`config.mk`:
```
export PLATFORM = sky130hd
export DESIGN_NAME = hbdd_dma
export DESIGN_NICKNAME = d
export VERILOG_FILES = /design/src/pkg/hbdd_pkg.sv /design/src/rtl/hbdd_ring_ptr.sv /design/src/rtl/hbdd_dma.sv
export SDC_FILE = /design/constraint.sdc
export NUM_CORES = 1
export LEC_CHECK = 0
export ABC_AREA = 1
export BUFFER_PORTS_ARGS = -buffer_cell sky130_fd_sc_hd__buf_2
export CAP_MARGIN = 5
export CORE_ASPECT_RATIO = 1.2
export CORE_MARGIN = 2
export CORE_UTILIZATION = 30
export CTS_CLUSTER_SIZE = 28
export DETAILED_ROUTE_END_ITERATION = 6
export GPL_ROUTABILITY_DRIVEN = 0
export PLACE_DENSITY = 0.55
export SYNTH_ARGS = -nofsm -noshare
export SYNTH_HDL_FRONTEND = slang
export SYNTH_SLANG_ARGS = --single-unit
export TNS_END_PERCENT = 10
```
`constraint.sdc`:
```
create_clock -name mclk -period 3.7 [get_ports mclk]
set_input_delay 0.185 -clock mclk [delete_from_list [all_inputs] [get_ports mclk]]
set_output_delay 0.185 -clock mclk [all_outputs]
set_load 0.005 [all_outputs]
```
`src/pkg/hbdd_pkg.sv`:
```
// Constants, carrier structs and state types for the descriptor DMA engine.
// Assumes 16-bit descriptor words at byte addresses, four words per entry.
package hbdd_pkg;

    // Descriptor word 0 bit positions
    localparam int OWN_BIT    = 15;
    localparam int AUXSEL_BIT = 14;
    localparam int FIRST_BIT  = 13;
    localparam int LAST_BIT   = 12;
    localparam int UI_BIT     = 11;
    localparam int IRQSUP_BIT = 10;
    localparam int RSVD_BIT   = 9;
    localparam int PF_BIT     = 8;
    localparam int ADRHI_MSB  = 7;

    // Byte offsets of the words inside one ring entry
    localparam logic [23:0] W1_OFS     = 24'h000002;
    localparam logic [23:0] W2_OFS     = 24'h000004;
    localparam logic [23:0] W3_OFS     = 24'h000006;
    localparam logic [23:0] WORD_STEP  = 24'h000002;
    localparam logic [23:0] BYTE_STEP  = 24'h000001;
    localparam int          ENTRY_SHIFT = 3;
    localparam int          IDX_W       = 7;
    localparam logic [15:0] ONE16      = 16'h0001;
    localparam logic [15:0] ZERO16     = 16'h0000;

    typedef enum logic [3:0] {
        ST_IDLE      = 4'h0,
        ST_RX_RD0    = 4'h1,
        ST_RX_RD1    = 4'h3,
        ST_RX_RD2    = 4'h2,
        ST_RX_WRDATA = 4'h6,
        ST_RX_WR3    = 4'h7,
        ST_RX_WR0    = 4'h5,
        ST_TX_RD0    = 4'h4,
        ST_TX_RD1    = 4'hC,
        ST_TX_RD3    = 4'hD,
        ST_TX_RDATA  = 4'hF,
        ST_TX_SEND   = 4'hE,
        ST_TX_WAIT   = 4'hA,
        ST_TX_WR0    = 4'hB
    } hbdd_state_t;

    typedef struct packed {
        logic [23:0] txRingBase;
        logic [23:0] rxRingBase;
        logic [6:0]  txRingLast;
        logic [6:0]  rxRingLast;
        logic        transparentMode;
        logic        checksumPassEnable;
    } hbdd_cfg_t;

    typedef struct packed {
        logic [7:0] data;
        logic       first;
        logic       last;
        logic       ui;
        logic       pollFinal;
    } hbdd_tx_byte_t;

    typedef struct packed {
        logic [7:0] data;
        logic       fcs;
        logic       frameEnd;
    } hbdd_rx_byte_t;

    typedef struct packed {
        hbdd_state_t   st;
        logic [23:0]   addr;
        logic [15:0]   wdata;
        logic          wr;
        logic          pollTx;
        logic [15:0]   txW0;
        logic [23:0]   txPtr;
        logic [15:0]   txLeft;
        logic [15:0]   txWord;
        logic          txNew;
        hbdd_tx_byte_t txOut;
        logic          txDone;
        logic [15:0]   rxW0;
        logic [23:0]   rxPtr;
        logic [15:0]   rxLeft;
        logic [15:0]   rxCnt;
        logic [15:0]   rxWord;
        logic          rxHalf;
        logic          rxHave;
        logic          rxMid;
        logic          rxEnd;
    } hbdd_core_t;

    localparam hbdd_core_t HBDD_CORE_RST = '0;
    localparam logic [IDX_W-1:0] IDX_RST = '0;

endpackage

```
`src/rtl/hbdd_ring_ptr.sv`:
```
// Ring walker: keeps the index of the current ring entry.
// Assumes the ring base is aligned to an eight-byte entry.
`timescale 1ns/1ps
module hbdd_ring_ptr
    import hbdd_pkg::*;
(
    input  wire logic             mclk,
    input  wire logic             rst,
    input  wire logic [23:0]      ringBase,
    input  wire logic [IDX_W-1:0] ringLast,
    input  wire logic             advance,
    output      logic [23:0]      descAddr
);
    logic [IDX_W-1:0] idx_ff;
    logic [IDX_W-1:0] nxt_idx;

    always_comb begin
        nxt_idx = idx_ff;
        if (advance) begin
            // Wrap after the last entry, see RULE_21
            nxt_idx = (idx_ff >= ringLast) ? IDX_RST
                                           : idx_ff + {{(IDX_W-1){1'b0}}, 1'b1};
        end
    end

    always_ff @(posedge mclk) begin
        if (rst) begin
            idx_ff <= IDX_RST;
        end else begin
            idx_ff <= nxt_idx;
        end
    end

    // Four 16-bit words per entry, see RULE_20
    assign descAddr = ringBase
                    + {{(24-IDX_W-ENTRY_SHIFT){1'b0}}, idx_ff,
                       {ENTRY_SHIFT{1'b0}}};
endmodule

```
`src/rtl/hbdd_dma.sv`:
```
// Descriptor DMA engine for the receive and transmit rings of a link
// controller. Assumes a 16-bit memory port with one access in flight,
// answered by memAck with read data valid in the same cycle.
// Rules from the document, for host and device
// RULE_01 - Rx word 1 holds buffer address low bits; host-written, word-aligned
// RULE_02 - Rx word 2 holds buffer length, two's complement, even, untouched
// RULE_03 - Device writes frame length, two's complement, into rx word 3
// RULE_04 - Rx buffer released without last flag is completely filled
// RULE_05 - With checksum passing, stored check bytes count in the length
// RULE_06 - Tx own bit: host sets, device clears after send and acknowledge; code waits for txAck only on last-flag buffers
// RULE_07 - A party that handed over an entry leaves its four words alone
// RULE_08 - Auxiliary owner select bit is ignored by the device
// RULE_09 - Host marks chained tx buffers with first and last flags
// RULE_10 - Tx bit 11 sends a UI frame; required in transparent mode
// RULE_11 - Tx bit 10 suppresses the done event on release
// RULE_12 - Host writes reserved tx bit 9 as zero
// RULE_13 - Tx bit 8 gives poll/final value for UI, XID, TEST frames
// RULE_14 - Tx buffer address is 24 bits over words 0 and 1
// RULE_15 - Device ignores tx word 2
// RULE_16 - Tx byte count comes from word 3, two's complement
// RULE_17 - Device clears rx own bit after filling with a good frame
// RULE_18 - Device sets rx first and last flags itself
// RULE_19 - Transparent mode releases tx entries without waiting for acknowledge
// RULE_20 - Each ring entry is four consecutive 16-bit words
// RULE_21 - After release, move to the next entry, wrapping, and wait ownership
`timescale 1ns/1ps
module hbdd_dma
    import hbdd_pkg::*;
(
    input  wire logic          mclk,
    input  wire logic          rst,
    input  wire hbdd_cfg_t     cfg,
    output      logic          memReq,
    output      logic          memWrite,
    output      logic [23:0]   memAddr,
    output      logic [15:0]   memWdata,
    input  wire logic [15:0]   memRdata,
    input  wire logic          memAck,
    output      logic          txValid,
    input  wire logic          txReady,
    output      hbdd_tx_byte_t txByte,
    input  wire logic          txAck,
    output      logic          txDoneEvent,
    input  wire logic          rxValid,
    output      logic          rxReady,
    input  wire hbdd_rx_byte_t rxIn,
    output      logic [23:0]   txDescAddr,
    output      logic [23:0]   rxDescAddr
);
    hbdd_core_t  core_ff;
    hbdd_core_t  nxt_core;
    logic        keep;
    logic        flush;
    logic [15:0] newWord;
    logic [15:0] relWord;
    logic        txRel;
    logic        rxRel;

    assign txRel = (core_ff.st == ST_TX_WR0) && memAck;
    assign rxRel = (core_ff.st == ST_RX_WR0) && memAck;

    hbdd_ring_ptr u_txRing (
        .mclk     (mclk),
        .rst      (rst),
        .ringBase (cfg.txRingBase),
        .ringLast (cfg.txRingLast),
        .advance  (txRel),
        .descAddr (txDescAddr)
    );

    hbdd_ring_ptr u_rxRing (
        .mclk     (mclk),
        .rst      (rst),
        .ringBase (cfg.rxRingBase),
        .ringLast (cfg.rxRingLast),
        .advance  (rxRel),
        .descAddr (rxDescAddr)
    );

    always_comb begin
        case (core_ff.st)
            ST_RX_RD0, ST_RX_RD1, ST_RX_RD2, ST_RX_WRDATA, ST_RX_WR3,
            ST_RX_WR0, ST_TX_RD0, ST_TX_RD1, ST_TX_RD3, ST_TX_RDATA,
            ST_TX_WR0: memReq = 1'b1;
            default:   memReq = 1'b0;
        endcase
    end

    assign memWrite    = core_ff.wr;
    assign memAddr     = core_ff.addr;
    assign memWdata    = core_ff.wdata;
    assign txValid     = core_ff.st == ST_TX_SEND;
    assign txByte      = core_ff.txOut;
    assign txDoneEvent = core_ff.txDone;
    assign rxReady     = (core_ff.st == ST_IDLE) && core_ff.rxHave;

    always_comb begin
        nxt_core        = core_ff;
        nxt_core.txDone = 1'b0;
        keep            = 1'b0;
        flush           = 1'b0;
        newWord         = core_ff.rxWord;
        // Release image keeps bit 14 as found, see RULE_08
        relWord             = core_ff.rxW0;
        relWord[OWN_BIT]    = 1'b0;                     // see RULE_17
        relWord[FIRST_BIT]  = !core_ff.rxMid;           // see RULE_18
        relWord[LAST_BIT]   = core_ff.rxEnd;            // see RULE_18
        case (core_ff.st)
            ST_IDLE: begin
                if (rxValid && rxReady) begin
                    // Check bytes are kept only when passing is on
                    keep = !(rxIn.fcs && !cfg.checksumPassEnable); // see RULE_05
                    if (keep) begin
                        newWord = core_ff.rxHalf
                                ? {rxIn.data, core_ff.rxWord[7:0]}
                                : {8'h00, rxIn.data};
                        nxt_core.rxWord = newWord;
                        nxt_core.rxHalf = !core_ff.rxHalf;
                        nxt_core.rxCnt  = core_ff.rxCnt + ONE16;
                        nxt_core.rxLeft = core_ff.rxLeft - ONE16;
                    end
                    flush = (keep && (core_ff.rxHalf
                                      || core_ff.rxLeft == ONE16))
                         || (rxIn.frameEnd && (keep || core_ff.rxHalf));
                    nxt_core.rxEnd = rxIn.frameEnd;
                    if (flush) begin
                        nxt_core.st    = ST_RX_WRDATA;
                        nxt_core.addr  = {core_ff.rxPtr[23:1], 1'b0};
                        nxt_core.wr    = 1'b1;
                        nxt_core.wdata = newWord;
                    end else if (rxIn.frameEnd) begin
                        nxt_core.st    = ST_RX_WR3;
                        nxt_core.addr  = rxDescAddr + W3_OFS;
                        nxt_core.wr    = 1'b1;
                        nxt_core.wdata = ~core_ff.rxCnt + ONE16; // see RULE_03
                    end
                end else if (!core_ff.rxHave && !core_ff.pollTx) begin
                    nxt_core.st     = ST_RX_RD0;
                    nxt_core.addr   = rxDescAddr;
                    nxt_core.wr     = 1'b0;
                    nxt_core.pollTx = 1'b1;
                end else begin
                    // Alternating polls keep an unowned rx entry from
                    // starving the transmit ring
                    nxt_core.st     = ST_TX_RD0;
                    nxt_core.addr   = txDescAddr;
                    nxt_core.wr     = 1'b0;
                    nxt_core.pollTx = 1'b0;
                end
            end
            ST_RX_RD0: begin
                if (memAck) begin
                    if (memRdata[OWN_BIT]) begin                // see RULE_21
                        nxt_core.rxW0 = memRdata;
                        nxt_core.st   = ST_RX_RD1;
                        nxt_core.addr = rxDescAddr + W1_OFS;
                    end else begin
                        nxt_core.st = ST_IDLE;
                    end
                end
            end
            ST_RX_RD1: begin
                if (memAck) begin
                    nxt_core.rxPtr = {core_ff.rxW0[ADRHI_MSB:0],
                                      memRdata[15:1], 1'b0};   // see RULE_01
                    nxt_core.st    = ST_RX_RD2;
                    nxt_core.addr  = rxDescAddr + W2_OFS;
                end
            end
            ST_RX_RD2: begin
                if (memAck) begin
                    nxt_core.rxLeft = ~memRdata + ONE16;        // see RULE_02
                    nxt_core.rxHave = 1'b1;
                    nxt_core.rxHalf = 1'b0;
                    nxt_core.st     = ST_IDLE;
                end
            end
            ST_RX_WRDATA: begin
                if (memAck) begin
                    nxt_core.rxPtr  = core_ff.rxPtr + WORD_STEP;
                    nxt_core.rxHalf = 1'b0;
                    if (core_ff.rxEnd) begin
                        nxt_core.st    = ST_RX_WR3;
                        nxt_core.addr  = rxDescAddr + W3_OFS;
                        nxt_core.wdata = ~core_ff.rxCnt + ONE16; // see RULE_03
                    end else if (core_ff.rxLeft == ZERO16) begin
                        nxt_core.st    = ST_RX_WR0;              // see RULE_04
                        nxt_core.addr  = rxDescAddr;
                        nxt_core.wdata = relWord;
                    end else begin
                        nxt_core.st = ST_IDLE;
                        nxt_core.wr = 1'b0;
                    end
                end
            end
            ST_RX_WR3: begin
                if (memAck) begin
                    nxt_core.st    = ST_RX_WR0;
                    nxt_core.addr  = rxDescAddr;
                    nxt_core.wdata = relWord;
                end
            end
            ST_RX_WR0: begin
                if (memAck) begin
                    nxt_core.rxHave = 1'b0;
                    nxt_core.rxMid  = !core_ff.rxEnd;
                    nxt_core.rxEnd  = 1'b0;
                    nxt_core.wr     = 1'b0;
                    nxt_core.st     = ST_IDLE;
                    if (core_ff.rxEnd) begin
                        nxt_core.rxCnt = ZERO16;
                    end
                end
            end
            ST_TX_RD0: begin
                if (memAck) begin
                    if (memRdata[OWN_BIT]) begin          // see RULE_06
                        nxt_core.txW0 = memRdata;
                        nxt_core.st   = ST_TX_RD1;
                        nxt_core.addr = txDescAddr + W1_OFS;
                    end else begin
                        nxt_core.st = ST_IDLE;
                    end
                end
            end
            ST_TX_RD1: begin
                if (memAck) begin
                    nxt_core.txPtr = {core_ff.txW0[ADRHI_MSB:0],
                                      memRdata};           // see RULE_14
                    nxt_core.st    = ST_TX_RD3;            // see RULE_15
                    nxt_core.addr  = txDescAddr + W3_OFS;
                end
            end
            ST_TX_RD3: begin
                if (memAck) begin
                    nxt_core.txLeft = ~memRdata + ONE16;   // see RULE_16
                    nxt_core.txNew  = 1'b1;
                    if (memRdata == ZERO16) begin
                        nxt_core.st = ST_TX_WAIT;
                    end else begin
                        nxt_core.st   = ST_TX_RDATA;
                        nxt_core.addr = {core_ff.txPtr[23:1], 1'b0};
                    end
                end
            end
            ST_TX_RDATA: begin
                if (memAck) begin
                    nxt_core.txWord     = memRdata;
                    nxt_core.txOut.data = core_ff.txPtr[0] ? memRdata[15:8]
                                                           : memRdata[7:0];
                    nxt_core.txOut.first = core_ff.txW0[FIRST_BIT]
                                         && core_ff.txNew;
                    nxt_core.txOut.last  = core_ff.txW0[LAST_BIT]
                                         && core_ff.txLeft == ONE16;
                    nxt_core.txOut.ui        = core_ff.txW0[UI_BIT]; // see RULE_10
                    nxt_core.txOut.pollFinal = core_ff.txW0[PF_BIT]; // see RULE_13
                    nxt_core.st = ST_TX_SEND;
                end
            end
            ST_TX_SEND: begin
                if (txReady) begin
                    nxt_core.txNew  = 1'b0;
                    nxt_core.txPtr  = core_ff.txPtr + BYTE_STEP;
                    nxt_core.txLeft = core_ff.txLeft - ONE16;
                    if (core_ff.txLeft == ONE16) begin
                        nxt_core.st = ST_TX_WAIT;
                    end else if (core_ff.txPtr[0]) begin
                        nxt_core.st   = ST_TX_RDATA;
                        nxt_core.addr = core_ff.txPtr + BYTE_STEP;
                    end else begin
                        nxt_core.txOut.data  = core_ff.txWord[15:8];
                        nxt_core.txOut.first = 1'b0;
                        nxt_core.txOut.last  = core_ff.txW0[LAST_BIT]
                                             && core_ff.txLeft == 16'h0002;
                    end
                end
            end
            ST_TX_WAIT: begin
                // Only the frame's last buffer waits for the peer
                if (!core_ff.txW0[LAST_BIT] || cfg.transparentMode // see RULE_19
                    || txAck) begin                                 // see RULE_06
                    nxt_core.st             = ST_TX_WR0;
                    nxt_core.addr           = txDescAddr;
                    nxt_core.wr             = 1'b1;
                    nxt_core.wdata          = core_ff.txW0;
                    nxt_core.wdata[OWN_BIT] = 1'b0;
                end
            end
            ST_TX_WR0: begin
                if (memAck) begin
                    nxt_core.txDone = !core_ff.txW0[IRQSUP_BIT]; // see RULE_11
                    nxt_core.wr     = 1'b0;
                    nxt_core.st     = ST_IDLE;
                end
            end
            default: nxt_core = HBDD_CORE_RST;
        endcase
    end

    always_ff @(posedge mclk) begin
        if (rst) begin
            core_ff <= HBDD_CORE_RST;
        end else begin
            core_ff <= nxt_core;
        end
    end
endmodule

```
==> metrics.yaml <==
clock_network:
  cts_setup_buffers: 0
  cts_root_buf: "clkbuf_16"
  cts_tree: "yes"
  clock_path_buffers: 3
  htree_num_levels: 1
  clk_pin_slew_ps: 60
  insertion_delay_ps: 600
  clock_sinks: 226
  cts_made_buffers: 29
drt:
  post_drt_wl_per_cell_um: 20.3
  num_vias: 22700
  via_per_inst: 5.44
  wirelength_mm: 84.9
  drtAntennaViolNets: 0
  drtPass1Iterations: 5
  drtIter0Drc: 2222
  drc: 0
grt:
  antenna_found_initial: 7
  grt_pass1_vias: 21100
  grt_usage: 0.255
  grt_max_degree: 116
  overflow: 0
  grt_pass1_wl_mm: 128
die:
  die_height_um: 279
  dieArea_mm2: 0.0648
  die_w_um: 233
  initial_core_util: 0.304
  io-pin-count: 201
  rows: 100
  design.core.area_mm2: 0.0621
sta:
  fin_hold_ws_ps: 21.2
  tns_ps: 0
  fmax_mhz: 287
  hold_violations: 0
  relSlewSlack: 0.391
  min_period_ps: 3480
  worst_pin_slew_ps: 904
  finalSetupViolCount: 0
  post-route-period-util: 0.941
  grt_setup_unrepaired: "no"
  maxSlewViolCount: 0
  clock_skew_ps: 30.0
status:
  outcome: "complete, no violations"
pwr:
  power_w: 0.0139
  power.leakage_nw: 9.74
  power_density_mw_per_mm2: 634
  peakVddDrop_uv: 428
layout:
  regArea_mm2: 0.00452
  nNetsFinal: 3477
  area_growth_pct: 16.0
  multi_input_area_mm2: 0.0119
  fill_cells: 7046
  drive_above_1_share: 0.122
  utilization: 0.352
yosys:
  yosysSeqAreaShare: 0.240
  ys.warnings.count: 0
  avgSynthCellArea_um2: 5.93
  syn_nets: 3322
  synth_cell_types: 60
  async_flop_share: 0
  synthCells: 3178
  synth_top_area_frac: 0.240
  synth-seq-cells: 226
  synth_ff_type: "dfxtp_1"
  synth-edff-count: 0
  synth.top_cells.by_area: "dfxtp_1 (24%), nand2_1 (15%), nand3_1 (8.1%)"
  synth_area_mm2: 0.0188
  yosys.area.top_type: "dfxtp_1"
critical_path:
  critPathTopFamily: "simple AND/OR/NAND/NOR gates"
  required_ps: 4140
  timing.critical_path.mode_cell: "nand2_1"
  cpMaxStageDelayCell: "fa_1"
  r2r_slack_ps: 220
  worst-path-buf-inv: 2
  cp_data_arrival_time_ps: 3920
  critPathLaunchType: "flop"
  cp_max_fo: 7
  max_stage_delay_ps: 380
  critical_path_class: "reg2reg"
  critPathCaptureType: "flop"
  crit_path_cell_trace: "ha_1 -> inv_1 -> fa_1 -> inv_1 -> nand2_1 -> nand2_1 -> nand3_1 -> nand2_2 -> nand2_1 -> nand2_1 -> nand2_1 -> nor2_1 -> nand2_1 -> nor2_1 -> xor2_1 -> nor2_1 -> a31oi_1 -> nand2_1 -> nand2_1 -> a21oi_1"
flow_run:
  max_cap_viol_count: 0
placement:
  io_buffers: 200
  dp_hpwl_mm: 66.0
hold_path:
  hp-class: "in2reg"
[cells in the final DEF, fill, tap and decap left out, drive strengths merged, types with 45 or more instances in the layout]
cell,instances
nor2,346
o21ai,213
inv,395
a21oi,238
dfxtp,226
nand2,772
ha,45
buf,288
nor3,64
nand4,61
nand3,307
[metrics by stage]
step                      cell area (um2)  cells  setup slack (ps)
after global placement              20600   4101               285
final                               21900   4175               219
after detailed placement            20600   4101               244
after floorplan                     18800   3178               527
after global routing                21900   4174              40.1
after CTS                           21800   4172               232
[sequential cells by signal, indices dropped and copies added (netlist names)]
| name | flops |
|---|---|
| u_txRing.idx_ff | 7 |
| u_rxRing.idx_ff | 7 |
| memWrite | 1 |
| memReq | 1 |
| txDoneEvent | 1 |
| core_ff | 157 |
| memWdata | 16 |
| memAddr | 24 |
| txByte | 12 |
[synthesized netlist by cell type (all sizes together) (18+ instances only)]
library cell  count
dfxtp           226
nand4            61
a31oi            25
xor2             39
nor3             64
clkbuf          101
ha               45
o211ai           35
buf              80
nand2           772
o21ai           213
o22ai            25
inv             393
or2              18
a21oi           238
a211oi           28
nor4             23
a221oi           23
nor2            346
nand3           307
[final timing paths]
| path | from | endpoint | cells after the start |
|---|---|---|---|
| setup / recovery | u_rxRing.idx_ff[0] | memAddr[12] | 20 |
| setup reg to reg | u_rxRing.idx_ff[0] | memAddr[12] | 20 |
| hold / removal | memRdata[13] | core_ff[119] | 3 |
| hold reg to reg | memAddr[6] | memAddr[6] | 2 |
[layer usage]
| layer | wire [um] | track usage | vias to the layer above |
|---|---|---|---|
| met5 | 45 | 0 | - |
| met4 | 6040 | 0.157 | 8 |
| met3 | 7130 | 0.0439 | 291 |
| met2 | 38100 | 0.411 | 1114 |
| met1 | 33600 | 0.313 | 10400 |
| li1 | - | - | 10900 |
[worst reg2reg max path, cell delays in order (launching register included)]
cell	delay [ps]
dfxtp_1	330
ha_1	220
inv_1	70
fa_1	380
inv_1	130
nand2_1	80
nand2_1	70
nand3_1	140
nand2_2	200
nand2_1	80
nand2_1	360
nand2_1	90
nor2_1	190
nand2_1	100
nor2_1	190
xor2_1	210
nor2_1	70
a31oi_1	170
nand2_1	130
nand2_1	80
a21oi_1	60
[layout make-up]
cell class / instances / area share
multi-input combinational: 2370 / 0.546
sequential: 226 / 0.207
timing repair buffer: 305 / 0.0845
inverter: 401 / 0.0689
tap: 816 / 0.0467
clock buffer: 36 / 0.0367
clock inverter: 18 / 0.0104
antenna: 3 / 0.000343
[cell families (layout without fill, tap and decap cells)]
| family | after synthesis | in the layout | share of synthesized area |
|---|---|---|---|
| and+or+nand+nor | 1612 | 1612 | 0.369 |
| AOI/OAI and AO/OA | 664 | 664 | 0.207 |
| buffers and inverters | 582 | 760 | 0.129 |
| DFF | 226 | 226 | 0.240 |
| adders and majority gates | 48 | 48 | 0.0331 |
| xor gates and xnor gates | 46 | 46 | 0.0214 |
| other | 0 | 3 | 0 |
[power by group]
part           internal (W)  leakage, nW  switching (W)
Combinational       0.00229         7.40        0.00520
Clock               0.00183        0.499        0.00126
Sequential          0.00291         1.84       0.000375
[timing repair]
item,4_1_cts,5_1_grt
resized for setup,0,11
endpoints found under the setup margin,0,10
hold endpoints to repair,21,0
hold buffers,17,0
Note: power is estimated with default switching activity, not from simulation.
